<file path="src/logic/btzm_defs.svh">
// Purpose: Constants of the battery temperature zone monitor
// Assumes: Included by bare name from the monitor, the classifier and the testbench
// Notes:   Offsets are byte addresses of aligned 32-bit words
`ifndef BTZM_DEFS_SVH
`define BTZM_DEFS_SVH

// ----------------------------------------
// Register offsets
// ----------------------------------------
`define BTZM_OFF_CTRL 8'h00
`define BTZM_OFF_CHARGE 8'h04
`define BTZM_OFF_STATUS 8'h08
`define BTZM_OFF_IRQ_STAT 8'h0c
`define BTZM_OFF_IRQ_MASK 8'h10

// ----------------------------------------
// Control and charge field positions
// ----------------------------------------
`define BTZM_CTRL_EN 0
`define BTZM_CTRL_HOT_LSB 1
`define BTZM_CTRL_WARM_LSB 3
`define BTZM_CTRL_COOL_LSB 5
`define BTZM_CTRL_COLD_LSB 7
`define BTZM_CTRL_MUX_LSB 9
`define BTZM_CHG_CV_LSB 0
`define BTZM_CHG_CC_LSB 8
`define BTZM_CHG_ZCV_LSB 16
`define BTZM_CHG_ZCC_LSB 24

// ----------------------------------------
// Reset values
// ----------------------------------------
`define BTZM_CTRL_RST 32'h0000_0000
`define BTZM_CHARGE_RST 32'h0000_0000
`define BTZM_MASK_RST 1'b0

// ----------------------------------------
// Monitor channel codes that need the bias
// ----------------------------------------
`define BTZM_MUX_SENSE 4'h7
`define BTZM_MUX_BIAS 4'h8

// ----------------------------------------
// Trip voltages in millivolts, code 0..3
// ----------------------------------------
`define BTZM_MV_1024 11'h400
`define BTZM_MV_0976 11'h3d0
`define BTZM_MV_0923 11'h39b
`define BTZM_MV_0867 11'h363
`define BTZM_MV_0807 11'h327
`define BTZM_MV_0747 11'h2eb
`define BTZM_MV_0511 11'h1ff
`define BTZM_MV_0459 11'h1cb
`define BTZM_MV_0411 11'h19b
`define BTZM_MV_0367 11'h16f
`define BTZM_MV_0327 11'h147
`define BTZM_MV_0291 11'h123

`endif

</file>
<file path="src/logic/btzm_pkg.sv">
// Purpose: Types of the battery temperature zone monitor
// Assumes: Constants live in btzm_defs.svh
// Notes:   Zone codes are what software reads in the status field
package btzm_pkg;

    // ----------------------------------------
    // Zone status codes
    // ----------------------------------------
    typedef enum logic [2:0] {
        BTZM_ZONE_OFF = 3'h0,
        BTZM_ZONE_COLD = 3'h1,
        BTZM_ZONE_COOL = 3'h2,
        BTZM_ZONE_NORMAL = 3'h3,
        BTZM_ZONE_WARM = 3'h4,
        BTZM_ZONE_HOT = 3'h5
    } btzm_zone_t;

    // ----------------------------------------
    // Charger steering states, one-hot
    // ----------------------------------------
    typedef enum logic [3:0] {
        BTZM_ST_OFF = 4'h1,
        BTZM_ST_NORMAL = 4'h2,
        BTZM_ST_ADJUST = 4'h4,
        BTZM_ST_FAULT = 4'h8
    } btzm_state_t;

    typedef enum logic [1:0] {
        BTZM_KIND_HOT = 2'h0,
        BTZM_KIND_WARM = 2'h1,
        BTZM_KIND_COOL = 2'h2,
        BTZM_KIND_COLD = 2'h3
    } btzm_kind_t;

endpackage

</file>
<file path="src/logic/btzm_monitor.sv">
// Purpose: Battery temperature zone monitor with APB registers
// Assumes: Sense level arrives as millivolts from an external converter
// Notes:   Notes on behaviour below; outputs all come from flip-flops
//
// Notes on behaviour
// - Enabled monitor evaluates sense level continuously.
// - Normal zone uses normal charge settings.
// - Warm or cool zone uses zone settings.
// - Zone settings independent; equal values accepted.
// - Hot or cold zone pauses charging, fault.
// - Zone status field; change raises maskable interrupt.
// - Disabled monitor takes no temperature action.
// - Four separate 2-bit trip selects.
// - Trip levels from twelve listed voltages.
// - Bias driven when input valid and enabled.
// - Bias driven when monitor selects sense/bias.
// - Monitor channel never affects zone response.
// - Temperature fault outranks others; restores prior state.
// - Charger timers paused during temperature fault.
// - Charger resumes previous state, no restart.
`timescale 1ns/100ps
`default_nettype none
`include "btzm_defs.svh"

module btzm_monitor (
    // Clock, reset, enable
    input wire logic pclk,
    input wire logic presetn,
    input wire logic clk_en,
    // APB slave
    input wire logic psel,
    input wire logic penable,
    input wire logic pwrite,
    input wire logic [7:0] paddr,
    input wire logic [31:0] pwdata,
    output logic [31:0] prdata,
    output logic pready,
    output logic pslverr,
    // Pins
    input wire logic [10:0] ntc_sense_pin,
    input wire logic charge_input_valid,
    // Charger state machine
    input wire logic [3:0] charger_state,
    input wire logic other_fault_req,
    // Charger steering
    output logic [5:0] applied_charge_voltage,
    output logic [5:0] applied_charge_current,
    output logic zone_adjust_active,
    output logic temp_fault_active,
    output logic charger_fault,
    output logic timers_pause,
    output logic resume_strobe,
    output logic [3:0] resume_state,
    // Analog side
    output logic ntc_bias_source,
    output logic [3:0] analog_monitor_out,
    output logic temperature_change_irq
);
    import btzm_pkg::*;

    // ----------------------------------------
    // Input synchronisers
    // ----------------------------------------
    logic [10:0] sense_meta_reg, sense_sync_reg;
    logic valid_meta_reg, valid_sync_reg;

    // Pin levels cross two flops; the converter holds its word steady
    always_ff @(posedge pclk or negedge presetn) begin
        if (!presetn) begin
            sense_meta_reg <= 11'h000;
            sense_sync_reg <= 11'h000;
            valid_meta_reg <= 1'b0;
            valid_sync_reg <= 1'b0;
        end else if (clk_en) begin
            sense_meta_reg <= ntc_sense_pin;
            sense_sync_reg <= sense_meta_reg;
            valid_meta_reg <= charge_input_valid;
            valid_sync_reg <= valid_meta_reg;
        end
    end

    // ----------------------------------------
    // Register file state
    // ----------------------------------------
    logic [31:0] ctrl_reg, ctrl_next;
    logic [31:0] charge_reg, charge_next;
    logic irq_stat_reg, irq_stat_next;
    logic irq_mask_reg, irq_mask_next;
    logic [31:0] prdata_next;
    logic pready_next, pslverr_next;
    logic access, wr_take, rd_take, addr_hit;
    logic zone_changed;
    btzm_zone_t zone_reg, zone_next;
    btzm_state_t state_reg, state_next;

    // One wait state: pready rises in the second access cycle
    assign access = psel && penable;
    assign wr_take = access && pready && pwrite;
    assign rd_take = access && !pready && !pwrite;

    // Decode used only for the error answer; reads and writes case on paddr directly
    function automatic logic is_mapped(input logic [7:0] a);
        return (a == `BTZM_OFF_CTRL) || (a == `BTZM_OFF_CHARGE) ||
               (a == `BTZM_OFF_STATUS) || (a == `BTZM_OFF_IRQ_STAT) ||
               (a == `BTZM_OFF_IRQ_MASK);
    endfunction

    assign addr_hit = is_mapped(paddr);

    // Bus answer and register writes
    always_comb begin
        ctrl_next = ctrl_reg;
        charge_next = charge_reg;
        irq_mask_next = irq_mask_reg;
        irq_stat_next = irq_stat_reg;
        prdata_next = prdata;
        pready_next = access && !pready;
        pslverr_next = access && !pready && !addr_hit;
        if (rd_take) begin
            unique case (paddr)
                `BTZM_OFF_CTRL: prdata_next = ctrl_reg;
                `BTZM_OFF_CHARGE: prdata_next = charge_reg;
                `BTZM_OFF_STATUS: prdata_next = {27'h0, state_reg == BTZM_ST_ADJUST,
                                                 state_reg == BTZM_ST_FAULT, zone_reg};
                `BTZM_OFF_IRQ_STAT: prdata_next = {31'h0, irq_stat_reg};
                `BTZM_OFF_IRQ_MASK: prdata_next = {31'h0, irq_mask_reg};
                default: prdata_next = 32'h0000_0000;
            endcase
        end
        if (wr_take) begin
            unique case (paddr)
                `BTZM_OFF_CTRL: ctrl_next = {19'h0, pwdata[12:0]};
                `BTZM_OFF_CHARGE: charge_next = pwdata & 32'h3f3f_3f3f;
                `BTZM_OFF_IRQ_STAT: irq_stat_next = irq_stat_reg & ~pwdata[0];
                `BTZM_OFF_IRQ_MASK: irq_mask_next = pwdata[0];
                default: ctrl_next = ctrl_reg;
            endcase
        end
        // A change in the same cycle as the clear is kept
        if (zone_changed) begin
            irq_stat_next = 1'b1;
        end
    end

    // Registers only
    always_ff @(posedge pclk or negedge presetn) begin
        if (!presetn) begin
            ctrl_reg <= `BTZM_CTRL_RST;
            charge_reg <= `BTZM_CHARGE_RST;
            irq_stat_reg <= 1'b0;
            irq_mask_reg <= `BTZM_MASK_RST;
            prdata <= 32'h0000_0000;
            pready <= 1'b0;
            pslverr <= 1'b0;
        end else if (clk_en) begin
            ctrl_reg <= ctrl_next;
            charge_reg <= charge_next;
            irq_stat_reg <= irq_stat_next;
            irq_mask_reg <= irq_mask_next;
            prdata <= prdata_next;
            pready <= pready_next;
            pslverr <= pslverr_next;
        end
    end

    // ----------------------------------------
    // Zone classification
    // ----------------------------------------
    logic enable;
    logic [3:0] mux_sel;
    btzm_zone_t raw_zone;

    assign enable = ctrl_reg[`BTZM_CTRL_EN];
    assign mux_sel = ctrl_reg[`BTZM_CTRL_MUX_LSB +: 4];

    // Channel select is not an input here, so it cannot disturb zones
    btzm_zone_classify u_classify (
        .sense_mv(sense_sync_reg),
        .hot_trip_select(ctrl_reg[`BTZM_CTRL_HOT_LSB +: 2]),
        .warm_trip_select(ctrl_reg[`BTZM_CTRL_WARM_LSB +: 2]),
        .cool_trip_select(ctrl_reg[`BTZM_CTRL_COOL_LSB +: 2]),
        .cold_trip_select(ctrl_reg[`BTZM_CTRL_COLD_LSB +: 2]),
        .zone(raw_zone)
    );

    // Reclassified every enabled cycle; disabled reads as off
    assign zone_next = enable ? raw_zone : BTZM_ZONE_OFF;
    assign zone_changed = clk_en && (zone_next != zone_reg);

    // ----------------------------------------
    // Charger steering state machine
    // ----------------------------------------
    logic [5:0] volt_next, curr_next;
    logic [3:0] saved_next;
    logic strobe_next;

    always_comb begin
        state_next = state_reg;
        unique case (zone_next)
            BTZM_ZONE_OFF: state_next = BTZM_ST_OFF;
            BTZM_ZONE_NORMAL: state_next = BTZM_ST_NORMAL;
            BTZM_ZONE_WARM, BTZM_ZONE_COOL: state_next = BTZM_ST_ADJUST;
            BTZM_ZONE_HOT, BTZM_ZONE_COLD: state_next = BTZM_ST_FAULT;
            default: state_next = BTZM_ST_OFF;
        endcase
        // Zone settings only in the adjusted state
        if (state_next == BTZM_ST_ADJUST) begin
            volt_next = charge_reg[`BTZM_CHG_ZCV_LSB +: 6];
            curr_next = charge_reg[`BTZM_CHG_ZCC_LSB +: 6];
        end else begin
            volt_next = charge_reg[`BTZM_CHG_CV_LSB +: 6];
            curr_next = charge_reg[`BTZM_CHG_CC_LSB +: 6];
        end
        // Charger state captured on entry, held through the fault
        saved_next = resume_state;
        if (state_next == BTZM_ST_FAULT && state_reg != BTZM_ST_FAULT) begin
            saved_next = charger_state;
        end
        strobe_next = (state_reg == BTZM_ST_FAULT) && (state_next != BTZM_ST_FAULT);
    end

    always_ff @(posedge pclk or negedge presetn) begin
        if (!presetn) begin
            zone_reg <= BTZM_ZONE_OFF;
            state_reg <= BTZM_ST_OFF;
            applied_charge_voltage <= 6'h00;
            applied_charge_current <= 6'h00;
            zone_adjust_active <= 1'b0;
            temp_fault_active <= 1'b0;
            charger_fault <= 1'b0;
            timers_pause <= 1'b0;
            resume_strobe <= 1'b0;
            resume_state <= 4'h0;
        end else if (clk_en) begin
            zone_reg <= zone_next;
            state_reg <= state_next;
            applied_charge_voltage <= volt_next;
            applied_charge_current <= curr_next;
            zone_adjust_active <= state_next == BTZM_ST_ADJUST;
            temp_fault_active <= state_next == BTZM_ST_FAULT;
            // Any fault stops charging; the temperature flag tells which one wins
            charger_fault <= (state_next == BTZM_ST_FAULT) || other_fault_req;
            timers_pause <= state_next == BTZM_ST_FAULT;
            resume_strobe <= strobe_next;
            resume_state <= saved_next;
        end
    end

    // ----------------------------------------
    // Bias, monitor channel and interrupt
    // ----------------------------------------
    logic bias_next;

    // Bias for the comparators or for an external conversion
    assign bias_next = (valid_sync_reg && enable) ||
                       (mux_sel == `BTZM_MUX_SENSE) || (mux_sel == `BTZM_MUX_BIAS);

    always_ff @(posedge pclk or negedge presetn) begin
        if (!presetn) begin
            ntc_bias_source <= 1'b0;
            analog_monitor_out <= 4'h0;
            temperature_change_irq <= 1'b0;
        end else if (clk_en) begin
            ntc_bias_source <= bias_next;
            analog_monitor_out <= mux_sel;
            temperature_change_irq <= irq_stat_next && irq_mask_next;
        end
    end
endmodule
`default_nettype wire

</file>
<file path="src/logic/btzm_zone_classify.sv">
// Purpose: Turns a sensed voltage and four trip selects into a zone
// Assumes: Sense value is already synchronised, in millivolts
// Notes:   Purely combinational; the caller registers the result
`timescale 1ns/100ps
`default_nettype none
`include "btzm_defs.svh"

module btzm_zone_classify (
    // Sensed level
    input wire logic [10:0] sense_mv,
    // Trip selects
    input wire logic [1:0] hot_trip_select,
    input wire logic [1:0] warm_trip_select,
    input wire logic [1:0] cool_trip_select,
    input wire logic [1:0] cold_trip_select,
    // Result
    output btzm_pkg::btzm_zone_t zone
);
    import btzm_pkg::*;

    // ----------------------------------------
    // Trip level lookup
    // ----------------------------------------
    // Each kind spans four adjacent levels, code 0 the highest voltage
    function automatic logic [10:0] trip_mv(input btzm_kind_t kind, input logic [1:0] sel);
        logic [10:0] lv;
        lv = `BTZM_MV_0291;
        unique case (kind)
            BTZM_KIND_COLD: begin
                lv = (sel == 2'h0) ? `BTZM_MV_1024 : (sel == 2'h1) ? `BTZM_MV_0976 :
                     (sel == 2'h2) ? `BTZM_MV_0923 : `BTZM_MV_0867;
            end
            BTZM_KIND_COOL: begin
                lv = (sel == 2'h0) ? `BTZM_MV_0923 : (sel == 2'h1) ? `BTZM_MV_0867 :
                     (sel == 2'h2) ? `BTZM_MV_0807 : `BTZM_MV_0747;
            end
            BTZM_KIND_WARM: begin
                lv = (sel == 2'h0) ? `BTZM_MV_0511 : (sel == 2'h1) ? `BTZM_MV_0459 :
                     (sel == 2'h2) ? `BTZM_MV_0411 : `BTZM_MV_0367;
            end
            BTZM_KIND_HOT: begin
                lv = (sel == 2'h0) ? `BTZM_MV_0411 : (sel == 2'h1) ? `BTZM_MV_0367 :
                     (sel == 2'h2) ? `BTZM_MV_0327 : `BTZM_MV_0291;
            end
        endcase
        return lv;
    endfunction

    // ----------------------------------------
    // Comparators
    // ----------------------------------------
    // Low voltage means hot on an NTC divider; extremes checked first
    always_comb begin
        if (sense_mv < trip_mv(BTZM_KIND_HOT, hot_trip_select)) begin
            zone = BTZM_ZONE_HOT;
        end else if (sense_mv > trip_mv(BTZM_KIND_COLD, cold_trip_select)) begin
            zone = BTZM_ZONE_COLD;
        end else if (sense_mv < trip_mv(BTZM_KIND_WARM, warm_trip_select)) begin
            zone = BTZM_ZONE_WARM;
        end else if (sense_mv > trip_mv(BTZM_KIND_COOL, cool_trip_select)) begin
            zone = BTZM_ZONE_COOL;
        end else begin
            zone = BTZM_ZONE_NORMAL;
        end
    end

endmodule
`default_nettype wire

</file>
<file path="config.mk">
export PLATFORM = sky130hd
export DESIGN_NAME = btzm_monitor
export DESIGN_NICKNAME = d
export VERILOG_FILES = /design/src/logic/btzm_pkg.sv /design/src/logic/btzm_monitor.sv /design/src/logic/btzm_zone_classify.sv
export VERILOG_INCLUDE_DIRS = /design/src /design/src/logic
export SDC_FILE = /design/constraint.sdc
export NUM_CORES = 1
export LEC_CHECK = 0
export BUFFER_PORTS_ARGS = -buffer_cell sky130_fd_sc_hd__buf_2
export CORE_MARGIN = 10
export CORE_UTILIZATION = 30
export DETAILED_ROUTE_END_ITERATION = 10
export MAX_ROUTING_LAYER = met4
export PLACE_DENSITY = 0.45
export RECOVER_POWER = 100
export SYNTH_ARGS = -nofsm -noshare
export SYNTH_HDL_FRONTEND = slang
export SYNTH_SLANG_ARGS = --single-unit
</file>
<file path="constraint.sdc">
create_clock -name pclk -period 8.25 [get_ports pclk]
set_clock_uncertainty 0.1 [all_clocks]
set_input_delay 1.2375 -clock pclk [delete_from_list [all_inputs] [get_ports pclk]]
set_output_delay 1.2375 -clock pclk [all_outputs]
set_load 0.1 [all_outputs]
</file>
Word-level counts from Yosys, hierarchy flattened
Cells that the tools add are included.

word-level totals
  input bits = 63
  word-level logic and storage cells = 119
  register bits after elaboration = 130

cells by class
  eq/ne operators = 26
  reductions and logical operators = 32
  bitwise logic cells = 2
  magnitude comparators = 4
  multiplexer cells = 32

operators by type and width
  kind                                                  number
  2-to-1 mux 11 bit                                     14
  one-hot mux 30 bit (5 select lines)                   1
  greater-than comparator 11 bit                        2
  < comparator 11 bit                                   2
  equality test 8 x 4 -> 1 bit (second input constant)  2
  2-to-1 mux 8 bit                                      2
  equality test 4 x 3 -> 1 bit (second input constant)  3
  equality test 4 bit (second input constant)           3
  2-to-1 mux 3 bit                                      4
  2-to-1 mux 6 bit                                      2
  one-hot mux 4 bit (3 select lines)                    1
  logical AND 1 bit                                     11
  2-to-1 mux 9 bit                                      1
  equality test 2 x 1 -> 1 bit (second input constant)  4
  equality test 2 bit (second input constant)           4
  equality test 8 x 3 -> 1 bit (second input constant)  1
  equality test 8 x 5 -> 1 bit (second input constant)  1
  logical NOT 2 bit                                     4
  logical NOT 8 bit                                     1
  inequality test 4 bit (second input constant)         2
  logical OR 1 bit                                      7
  2-to-1 mux 7 bit                                      1
  equality test 3 x 2 -> 1 bit (second input constant)  2
  equality test 3 bit (second input constant)           2
  9 further kinds                                       19

Logic depth before layout (Yosys ltp)
Gate-level depths: netlist of run 1.

  word-level depth = 25
  mapped depth = 13

Cells and area by module
From an unflattened synthesis of run 1, not the netlist that was laid out.

unflattened totals
  cells, all modules = 536
  area, all modules = 6,298.5 um2

by module, submodules not included
  module              instances  cells an instance  seq. area each (um2)  area an instance (um2)
  btzm_monitor        1          431                3,104.2               5,365.1
  btzm_zone_classify  1          105                0.0                   933.4

Worst setup path after synthesis of run 1
Ideal clock, no wire load.

  kind = input to register
  from = in paddr[1]
  to = reg ctrl_reg[10]
  arrival time = 3.113 ns
  library setup time = 0.125 ns
  cell stages on the path = 7
  data required time = 8.025 ns
  setup slack = 4.912 ns
  cell sequence = or4_4 > or3_1 > buf_2 > nor3_4 > and3_4 > buf_12 > mux2_4

on the way
  cells in the longest elaborated chain, start to end = 2

RTL lines
  element                        line                 text
  from (decl)                    btzm_monitor.sv:34   input wire logic [7:0] paddr,
  logical NOT 8 bit              btzm_monitor.sv:131  unique case (paddr)
  AND reduction 3 bit (no line)  n/a
  to (signal assigned)           btzm_monitor.sv:148  ctrl_reg <= `BTZM_CTRL_RST;
  to (signal assigned)           btzm_monitor.sv:156  ctrl_reg <= ctrl_next;
  to (decl)                      btzm_monitor.sv:85   logic [31:0] ctrl_reg, ctrl_next;

No other way between the ends.
A chain may end at the register's enable or synchronous reset.

==> results of run 1 <==
## where the power goes
part | internal, uW | switching [uW]
Clock | 531 | 271
Combinational | 100 | 348
Sequential | 654 | 49.3
Total | 1290 | 668
## worst max-delay path by stage
stage                      from  cells past startpoint                  to
floorplan              paddr[1]                      7        ctrl_reg[10]
global placement    ctrl_reg[7]                     10        state_reg[2]
detailed placement  ctrl_reg[7]                     10        state_reg[2]
CTS                 ctrl_reg[7]                     10  zone_adjust_active
global route            presetn                      2           prdata[5]
finish                  presetn                      2       charger_fault
## logic make-up after synthesis
| logic type | after synthesis | synth area share [%] |
|---|---|---|
| AO/OA/AOI/OAI | 82 | 8.42 |
| XOR/XNOR | 1 | 0.144 |
| adder cells (fa/ha/maj) | 40 | 8.22 |
| buffers and inverters | 58 | 4.70 |
| flip-flops | 123 | 50.6 |
| multiplexers | 82 | 15.2 |
| other | 1 | 0.0616 |
| AND/OR/NAND/NOR | 159 | 12.7 |
## metrics by stage
stage	hold WS (ns)	power, uW	utilization, %	instance area (um2)	worst slack, ns
6_report	0.366	1950	36.7	7390	3.74
2_1_floorplan	0.349	1060	-	6110	4.91
4_1_cts	0.372	1990	37.3	7500	4.04
3_5_place_dp	0.359	1180	34.1	6860	4.05
3_3_place_gp	0.349	1170	34.1	6860	4.09
5_1_grt	0.390	2050	36.7	7390	2.97
## routing by layer
layer | vias to the layer above | GRT usage [%]
met4 | 0 | 4.30
met2 | 125 | 20.0
met5 | - | -
li1 | 2147 | -
met3 | 18 | 3.29
met1 | 2210 | 16.2
## layout make-up
type,instances,area (um2),share of cell area (%)
repair buffers,116,515,6.98
inverters,27,101,1.37
well taps,270,338,4.57
multi-input cells,370,2720,36.8
clock inverters,9,159,2.15
clock buffers,23,478,6.47
flip-flops and latches,123,3080,41.7
## cells in the final DEF (no fill, tap or decap), types with 2 or more instances in the layout
cell / n
dfrtp_1: 122
a31oi_1: 4
a211oi_1: 5
or3_1: 4
nand4b_1: 3
nor3_1: 6
buf_4: 3
or2_2: 3
a31o_2: 3
clkbuf_16: 17
clkbuf_8: 3
nand3_1: 22
mux2_2: 57
a221oi_1: 7
ha_1: 40
mux2_1: 7
o31ai_1: 5
or4_1: 3
inv_1: 27
mux2i_1: 17
nand4_1: 8
conb_1: 6
nor2b_1: 2
clkinv_4: 2
o21ai_0: 20
nor2_1: 39
nor3b_1: 3
a21o_1: 6
buf_2: 55
a21oi_1: 26
nand2_1: 59
clkbuf_1: 61
o21a_1: 2
bufinv_16: 4
==> summary.md, run 1 <==
| Metric | Value |
|---|---|
| Wire length per cell | `17.5 um` |
| Root buffer cell | `clkbuf_16` |
| Routability Congestion | `0.798` |
| Cts bufs inserted | `17` |
| Hold depth | `2` |
| Post-synth ARST share | `100%` |
| Setup slack, reg-to-reg | `3.84 ns` |
| Largest register FFs | `26` |
| Resized Gates After CTS | `0` |
| CORE AREA | `20100 um2` |
| Via-to-Cell Ratio | `4.80` |
| Max_cap viols | `3` |
| Die Height | `162 um` |
| WS Path Type | `input pin to asynchronous set/reset pin` |
| Synth cell count leaders | `122 x dfrtp_1, 59 x nand2_1, 57 x mux2_2, 40 x ha_1, 39 x nor2_1` |
| N_diodes | `0` |
| Slowest cell delay on critical path | `2.60 ns` |
| Final Non-Filler Cells | `938` |
| Met3 WL | `881 um` |
| Final period demand of the worst path | `4.51 ns` |
| Final hold vios | `0` |
| Crit share post-route | `54.6%` |
| CTS Hold Bufs | `0` |
| Relative slew slack | `-152%` |
| Number of synthesized flops with an enable pin | `0` |
| Share of post-route cells with drive strength above 1 | `23.4%` |
| Peak Freq | `222 MHz` |
| Yosys cell types | `51` |
| Pwr/cell area | `265 nW/um2` |
| Crit-path max FO | `68` |
| Detailed placement HPWL | `11900 um` |
| Hold Crit Endpoint | `prdata[16]` |
| Vias in the first global route | `4810` |
| Post-synth top area share | `50.1%` |
| Critical Path RT | `8.61 ns` |
| Clock Pin Slew Worst Setup and Hold Paths | `0.05 ns` |
| RSZ-0062 raised after global routing | `false` |
| Width of the die | `162 um` |
| Initial Utilization | `30.3%` |
| Most common cell in the netlist | `dfrtp_1` |
| Worst Hold Launch | `prdata[16]` |
| Critical path's top delay family | `buffers and inverters` |
| DRC | `0` |
| Grt ovf | `0` |
| Worst setup EP type | `asynchronous set/reset pin` |
| CP max stage cell | `clkbuf_1` |
| Synth Flop Type | `dfrtp_1` |
| Critical path arrival | `4.87 ns` |
| Top routing layer used | `met4` |
| Crit start category | `input pin` |
| Pin count of the biggest net entering global routing | `74` |
| Antenna violations before repair | `0` |
| Worst r2r path cells | `11` |
| Final setup fails | `0` |
| WL final | `16400 um` |
| Layout fillers | `2003` |
| Worst r2r src | `ctrl_reg[7]` |
| First-pass GRT wire length | `26300 um` |
| Max IR drop VDD | `0.245 mV` |
| Register area share after synthesis | `50.6%` |
| Aggregate global-route resource usage | `12.9%` |
| Syn avg cell area | `11.2 um2` |
| CTS Sinks | `123` |
| Status | `complete, but fails checks` |
| Met1 wire length | `7480 um` |
| Synth Cell Area | `6090 um2` |
| Floorplan row count | `52` |
| Routed wl met2 | `7850 um` |
| Slew @ Worst Pin | `3.77 ns` |
| Crit path cell chain | `clkbuf_1, buf_4` |
| I/O pin count | `124` |
| Syn-to-layout area delta | `21.3%` |
| Vias | `4500` |
| Synth top area cells | `dfrtp_1 50%, mux2_2 11%, ha_1 8.2%` |
| Failing checks | `capacitance limit, slew limit` |
| Syn Inst Count | `546` |
| Leakage dissipation | `0.00352 uW` |
| Yosys warns | `0` |
| Die footprint | `26400 um2` |
| Initial DRC count | `206` |
| Number of H-tree levels | `4` |
| Post-layout net count | `758` |
| First-pass DRT Iterations | `4` |
| I/O Buffers | `111` |
| Post-route ant nets | `0` |
| Dpl cells | `906` |
| CTS tree | `done` |
| Setup_tns | `0 ns` |
| Number of synthesized register bits | `123` |
| Buf+Inv Stages, Crit Path | `2` |
| Clock Latency Late Sink | `0.41 ns` |
| Max Slew Vio Count | `125` |
| Worst hold path class | `flop to flop` |
| Post-CTS setup buffers | `0` |
| Reg-to-reg critical path endpoint | `zone_adjust_active` |
| Worst-case clock buffer depth | `2` |
| Cell accounting for the most synthesized area | `dfrtp_1` |
Power figures use the tool's default switching activity.
==> run 2: changes to the inputs <==
- clock period: 8.25 -> 4.7 ns (I/O delays scaled with it)
==> run 2 against run 1 <==
Compared with the run above:
- the run still ends with capacitance limit, slew limit left
- utilization is 0.14 points higher
- non-clock buffer count is 1 higher
- total power is 78% higher
- critical path depth is 4 higher
- setup slack worse by 2.9 ns
- combinational power is 76% higher
- clock power is 83% higher
- flip-flop and latch count stayed put
- largest cell class unchanged
- largest power group unchanged
==> summary.md, run 2 (synthesis results as in run 1) <==
| Metric | Value |
|---|---|
| Status | `complete, but fails checks (unchanged)` |
| Failing checks | `capacitance limit, slew limit (unchanged)` |
| Worst hold path class | `flop to flop (unchanged)` |
| Number of H-tree levels | `4 (unchanged)` |
| Worst-case clock buffer depth | `2 (unchanged)` |
| Commonest cells after routing, fill and taps aside | `122 x dfrtp_1, 59 x nand2_1, 59 x clkbuf_1 (was 122 x dfrtp_1, 61 x clkbuf_1, 59 x nand2_1)` |
| CTS Hold Bufs | `0 (unchanged)` |
| Detailed placement HPWL | `11900 um (about the same)` |
| Peak Freq | `259 MHz` |
| Switching share of power | `34.1% (was 34.2%)` |
| P_sw | `1190 uW (was 668 uW)` |
| Max IR drop VDD | `0.429 mV (was 0.245 mV)` |
| Floorplan row count | `52 (unchanged)` |
| Width of the die | `162 um (unchanged)` |
| Final setup fails | `0 (unchanged)` |
| Area occupied by multi-input gates | `2700 um2 (was 2720 um2)` |
| Vias in the first global route | `4905 (was 4810)` |
| Dpl cells | `907 (was 906)` |
| CTS tree | `done (unchanged)` |
| Max_cap viols | `3 (unchanged)` |
| CORE AREA | `20100 um2 (unchanged)` |
| Leakage dissipation | `0.00354 uW (was 0.00352 uW)` |
| Die footprint | `26400 um2 (unchanged)` |
| First-pass GRT wire length | `26700 um (was 26300 um)` |
| Aggregate global-route resource usage | `13.2% (was 12.9%)` |
| Grt peak-use layer | `met2 (unchanged)` |
| Crit share post-route | `82.1%` |
| Via-to-Cell Ratio | `4.73 (was 4.80)` |
| Vias | `4445 (was 4500)` |
| Initial DRC count | `225 (was 206)` |
| Syn-to-layout area delta | `21.7% (was 21.3%)` |
| DRC | `0 (unchanged)` |
| Routability Congestion | `0.797 (was 0.798)` |
| Relative slew slack | `-37.0% (was -152%)` |
| Clock Pin Slew Worst Setup and Hold Paths | `0.06 ns (was 0.05 ns)` |
| Pin count of the biggest net entering global routing | `82 (was 74)` |
| Root buffer cell | `clkbuf_16 (unchanged)` |
| Post-route ant nets | `0 (unchanged)` |
| Met2 usage in global routing | `20.5% (was 20.0%)` |
| Slew @ Worst Pin | `2.06 ns (was 3.77 ns)` |
| Final Non-Filler Cells | `939 (was 938)` |
| Crit-path max FO | `21 (was 68)` |
| CTS Sinks | `123 (unchanged)` |
| Setup_tns | `0 ns (unchanged)` |
| Sequential Area | `3080 um2 (unchanged)` |
| Wire length per cell | `17.5 um (about the same)` |
| RSZ-0062 raised after global routing | `false (unchanged)` |
| Commonest non-fill, non-tap cell in the layout | `dfrtp_1 (unchanged)` |
| Share of post-route cells with drive strength above 1 | `23.5% (was 23.4%)` |
| Met1 Use GR | `16.2% (about the same)` |
| Crit start category | `input pin (unchanged)` |
| Setup slack, reg-to-reg | `0.86 ns (was 3.84 ns)` |
| WS Path Type | `input pin to flop (was input pin to asynchronous set/reset pin)` |
| Clock Latency Late Sink | `0.41 ns (about the same)` |
| Max Slew Vio Count | `126 (was 125)` |
| Die Height | `162 um (unchanged)` |
| Antenna violations before repair | `0 (unchanged)` |
| Cell Int Power | `2300 uW (was 1290 uW)` |
| First-pass DRT Iterations | `4 (unchanged)` |
| Largest register FFs | `26 (unchanged)` |
| Met3 Use GR | `2.98% (was 3.29%)` |
| Post-CTS setup buffers | `0 (unchanged)` |
| Cts bufs inserted | `17 (unchanged)` |
| Final hold vios | `0 (unchanged)` |
| N_diodes | `0 (unchanged)` |
| Critical path arrival | `4.06 ns (was 4.87 ns)` |
| Resized Gates After CTS | `0 (unchanged)` |
| WL final | `16400 um (about the same)` |
| Comb power frac | `22.6% (was 22.9%)` |
| Post-layout net count | `759 (was 758)` |
| Critical Path RT | `4.90 ns (was 8.61 ns)` |
| Final period demand of the worst path | `3.86 ns` |
| Grt ovf | `0 (unchanged)` |
| Pwr/cell area | `470 nW/um2 (was 265 nW/um2)` |
| Clock power share | `42.0% (was 41.1%)` |
| Initial Utilization | `30.3% (unchanged)` |
| Layout fillers | `2033 (was 2003)` |
| I/O Buffers | `111 (unchanged)` |
| Worst setup EP type | `flop (was asynchronous set/reset pin)` |
| I/O pin count | `124 (unchanged)` |
| Flop pwr share | `35.4% (was 36.0%)` |
## run 2: layout make-up
type | count | share of cell area (%)
sequential | 123 | 41.5
clock inverter | 13 | 2.87
timing repair buffer | 117 | 7.17
clock buffer | 19 | 6.11
inverter | 27 | 1.37
tap | 270 | 4.56
multi-input combinational | 370 | 36.4
## run 2: power by group through the flow
stage | clock network, uW | registers (uW) | logic (uW)
2_1_floorplan | 0 | 1590 | 282
3_3_place_gp | 0 | 1250 | 804
3_5_place_dp | 0 | 1250 | 814
4_1_cts | 1500 | 1230 | 815
5_1_grt | 1550 | 1250 | 843
6_report | 1470 | 1230 | 788
## run 2: worst max-delay path: stages
cell and delay, ns:
buf_2 0.09, or4_1 0.57, or3_1 0.43, nor3_1 1.01, and3_1 0.84, mux2_2 0.41
## run 2: routing by layer
layer / wire, um / share of wire (%)
met5: 0 / 0
met3: 720 / 4.4
met1: 7560 / 46
met4: 327 / 2.0
met2: 7800 / 48
## run 2: worst paths after layout
check / to / start / cells after the start
max in group asynchronous: charge_reg[3] / presetn / 1
worst max register to register: applied_charge_voltage[0] / ctrl_reg[7] / 12
worst min-delay path: prdata[24] / prdata[24] / 2
worst min register to register: prdata[24] / prdata[24] / 2
worst max-delay path: ctrl_reg[12] / paddr[1] / 6
min in group asynchronous: sense_meta_reg[5] / presetn / 1
## run 2: stage by stage
stage	utilization [%]	cell area, um2	worst slack (ns)	hold WS, ns	power, uW
3_5_place_dp	34.2	6880	1.19	0.352	2070
3_3_place_gp	34.2	6880	1.27	0.348	2050
2_1_floorplan	-	6110	1.82	0.309	1870
4_1_cts	37.6	7550	1.19	0.366	3550
6_report	36.9	7410	0.840	0.367	3490
5_1_grt	36.9	7410	0.554	0.391	3650
==> run 3: changes to the inputs <==
- ABC_AREA: unset -> 1
- clock period: 4.7 -> 3.92 ns (I/O delays scaled with it)
==> run 3 against run 2 <==
Compared with the run above:
- total power down 7.4%
- cell count rose by 18%
- combinational power is 60% lower
- die area increased by 1.3%
- design area hardly changed
- register-to-register slack worse by 0.07 ns
- first-iteration DRC count grew 27%
- global-route usage increased by 0.51 points
- via count is 11% higher
- clock-buffer cell count is 2 lower
- the flow still finishes with violations (capacitance limit, slew limit)
- area after synthesis rose by 1.5%
==> summary.md, run 3 <==
| Metric | Value |
|---|---|
| Status | `complete, but fails checks (unchanged)` |
| Failing checks | `capacitance limit, slew limit (unchanged)` |
| Number of H-tree levels | `4 (unchanged)` |
| Syn Inst Count | `712 (was 546)` |
| Cts bufs inserted | `17 (unchanged)` |
| Worst r2r path cells | `14 (was 12)` |
| Largest register FFs | `26 (unchanged)` |
| Via-to-Cell Ratio | `4.46 (was 4.73)` |
| Max IR drop VDD | `0.294 mV (was 0.429 mV)` |
| Critical Path RT | `4.12 ns (was 4.90 ns)` |
| Reg-to-reg critical path endpoint | `applied_charge_voltage[2] (was applied_charge_voltage[0])` |
| Post-layout net count | `925 (was 759)` |
| Hold_ws | `0.101 ns (was 0.367 ns)` |
| Worst-case clock buffer depth | `2 (unchanged)` |
| Number of synthesized flops with an enable pin | `0 (unchanged)` |
| Worst r2r src | `ctrl_reg[8] (was ctrl_reg[7])` |
| Crit path launch | `paddr[7] (was paddr[1])` |
| CTS Hold Bufs | `0 (unchanged)` |
| Resized Gates After CTS | `0 (unchanged)` |
| Floorplan row count | `52 (unchanged)` |
| Final Non-Filler Cells | `1105 (was 939)` |
| Syn-to-layout area delta | `19.9% (was 21.7%)` |
| Post-CTS setup buffers | `0 (unchanged)` |
| Clock Latency Late Sink | `0.43 ns (was 0.41 ns)` |
| Max Slew Vio Count | `178 (was 126)` |
| Synth top area cells | `dfrtp_1 49%, nand2_1 14%, ha_1 8.1% (was dfrtp_1 50%, mux2_2 11%, ha_1 8.2%)` |
| Leakage dissipation | `0.00379 uW (was 0.00354 uW)` |
| Vias | `4929 (was 4445)` |
| Crit share post-route | `83.8%` |
| Slew @ Worst Pin | `2.49 ns (was 2.06 ns)` |
| Final setup fails | `0 (unchanged)` |
| WS Path Type | `input pin to flop (unchanged)` |
| Detailed placement HPWL | `12400 um (was 11900 um)` |
| Max_cap viols | `3 (unchanged)` |
| Dpl cells | `1073 (was 907)` |
| Crit start category | `input pin (unchanged)` |
| First-pass GRT wire length | `27900 um (was 26700 um)` |
| CTS tree | `done (unchanged)` |
| Commonest cells after routing, fill and taps aside | `229 x nand2_1, 122 x dfrtp_1, 73 x inv_1 (was 122 x dfrtp_1, 59 x nand2_1, 59 x clkbuf_1)` |
| Final period demand of the worst path | `3.29 ns` |
| Pwr/cell area | `436 nW/um2 (was 470 nW/um2)` |
| Flop pwr share | `41.6% (was 35.4%)` |
| Switching share of power | `29.3% (was 34.1%)` |
| Yosys warns | `0 (unchanged)` |
| Worst hold path class | `input pin to asynchronous set/reset pin (was flop to flop)` |
| First-pass DRT Iterations | `4 (unchanged)` |
| Die footprint | `26700 um2 (was 26400 um2)` |
| Aggregate global-route resource usage | `13.7% (was 13.2%)` |
| Pin count of the biggest net entering global routing | `71 (was 82)` |
| Die Height | `164 um (was 162 um)` |
| Initial Utilization | `30.6% (was 30.3%)` |
| Post-layout util | `36.6% (was 36.9%)` |
| Cell accounting for the most synthesized area | `dfrtp_1 (unchanged)` |
| DRC | `0 (unchanged)` |
| Yosys cell types | `46 (was 51)` |
| CTS Sinks | `123 (unchanged)` |
| Clock Pin Slew Worst Setup and Hold Paths | `0.06 ns (about the same)` |
| I/O pin count | `124 (unchanged)` |
| Cell Int Power | `2280 uW (was 2300 uW)` |
| Critical path arrival | `3.49 ns (was 4.06 ns)` |
| Setup WS pre-CTS | `0.968 ns (was 1.19 ns)` |
| Number of synthesized register bits | `123 (unchanged)` |
| WL final | `17100 um (was 16400 um)` |
| Crit-path max FO | `35 (was 21)` |
| Peak Freq | `304 MHz` |
| Root buffer cell | `clkbuf_16 (unchanged)` |
| Vias in the first global route | `5240 (was 4905)` |
| P_sw | `947 uW (was 1190 uW)` |
| N_diodes | `0 (unchanged)` |
| Register area share after synthesis | `49.8% (was 50.6%)` |
| Setup slack, reg-to-reg | `0.79 ns (was 0.86 ns)` |
| Post-synth ARST share | `100% (unchanged)` |
| Wire length per cell | `15.5 um (was 17.5 um)` |
| Final hold vios | `0 (unchanged)` |
| I/O Buffers | `111 (unchanged)` |
| Relative slew slack | `-66.1% (was -37.0%)` |
| Commonest non-fill, non-tap cell in the layout | `nand2_1 (was dfrtp_1)` |
| Comb power frac | `9.9% (was 22.6%)` |
| Synth Cell Area | `6180 um2 (was 6090 um2)` |
| Synth Flop Type | `dfrtp_1 (unchanged)` |
| Post-synth top area share | `49.4% (was 50.1%)` |
| Slack of the critical path | `0.635 ns (was 0.840 ns)` |
| Setup_tns | `0 ns (unchanged)` |
| Syn avg cell area | `8.68 um2 (was 11.2 um2)` |
| Most common cell in the netlist | `nand2_1 (was dfrtp_1)` |
| Synth cell count leaders | `228 x nand2_1, 122 x dfrtp_1, 71 x inv_1, 40 x ha_1 (was 122 x dfrtp_1, 59 x nand2_1, 57 x mux2_2, 40 x ha_1, 39 x nor2_1)` |
| Layout fillers | `2154 (was 2033)` |
| Post-route ant nets | `0 (unchanged)` |
| Antenna violations before repair | `0 (unchanged)` |
| Worst setup EP type | `flop (unchanged)` |
| Clock power share | `48.6% (was 42.0%)` |
| CORE AREA | `20200 um2 (was 20100 um2)` |
| RSZ-0062 raised after global routing | `false (unchanged)` |
| Grt ovf | `0 (unchanged)` |
| Share of post-route cells with drive strength above 1 | `12.5% (was 23.5%)` |
| Routability Congestion | `0.765 (was 0.797)` |
| Width of the die | `164 um (was 162 um)` |
| Initial DRC count | `285 (was 225)` |
run 3: changes by cell type after synthesis, sizes merged, moves of 5 or more:
cell	change
nand2	+172
mux2	-51
inv	+48
o21ai	+43
mux2i	-17
a221oi	-6
buf	-6
clkbuf	+6
a21o	-5
nand3	+5
o221ai	+5
o22ai	+5
run 3: worst max-delay path by stage:
| stage | to | slack (ns) | cells after the start |
|---|---|---|---|
| floorplan | temperature_change_irq | 1.53 | 21 |
| global placement | applied_charge_voltage[2] | 1.02 | 14 |
| detailed placement | applied_charge_voltage[2] | 0.97 | 14 |
| CTS | applied_charge_voltage[2] | 0.95 | 14 |
| global route | resume_state[3] | 0.36 | 5 |
| finish | charge_reg[24] | 0.63 | 7 |
run 3: kinds of logic (layout without fill, tap and decap cells):
logic type / after synthesis / in the layout / share of synthesized area, %
AOI/OAI and AO/OA: 111 / 111 / 10.1
adders and majority gates: 40 / 40 / 8.10
buffers and inverters: 107 / 225 / 7.16
DFF: 123 / 123 / 49.8
muxes: 13 / 13 / 2.85
other: 1 / 6 / 0.0607
and+or+nand+nor: 317 / 317 / 21.9
run 3: routing by layer:
layer,GRT usage (%),share of wire (%),up-vias
met3,3.25,4.0,19
met4,4.26,1.2,0
met1,17.6,48,2296
met5,-,0,-
li1,-,-,2513
met2,20.8,47,101
run 3: layout make-up:
class	instances	area, um2	share of cell area, %
clock buffers	17	425	5.74
clock inverters	15	156	2.11
inverters	76	285	3.85
multi-input cells	487	2610	35.2
flip-flops and latches	123	3080	41.5
well taps	270	338	4.56
repair buffers	117	515	6.96
run 3: power groups by stage:
| stage | Combinational [uW] | Sequential [uW] | Clock, uW |
|---|---|---|---|
| floorplan | 165 | 1420 | 0 |
| global placement | 332 | 1370 | 0 |
| detailed placement | 333 | 1370 | 0 |
| CTS | 335 | 1340 | 1610 |
| global route | 362 | 1350 | 1670 |
| finish | 319 | 1340 | 1570 |
run 3: per-stage QoR:
stage	power (uW)	instance area, um2
3_5_place_dp	1700	7000
2_1_floorplan	1580	6200
4_1_cts	3280	7580
3_3_place_gp	1700	7000
5_1_grt	3380	7410
6_report	3230	7410
run 3: worst max-delay path, stage by stage:
cell	delay, ns
buf_2	0.09
or2_0	0.20
nor2_1	0.16
nand2_2	0.11
nor4_1	0.65
nand2_1	1.03
mux2_1	0.64
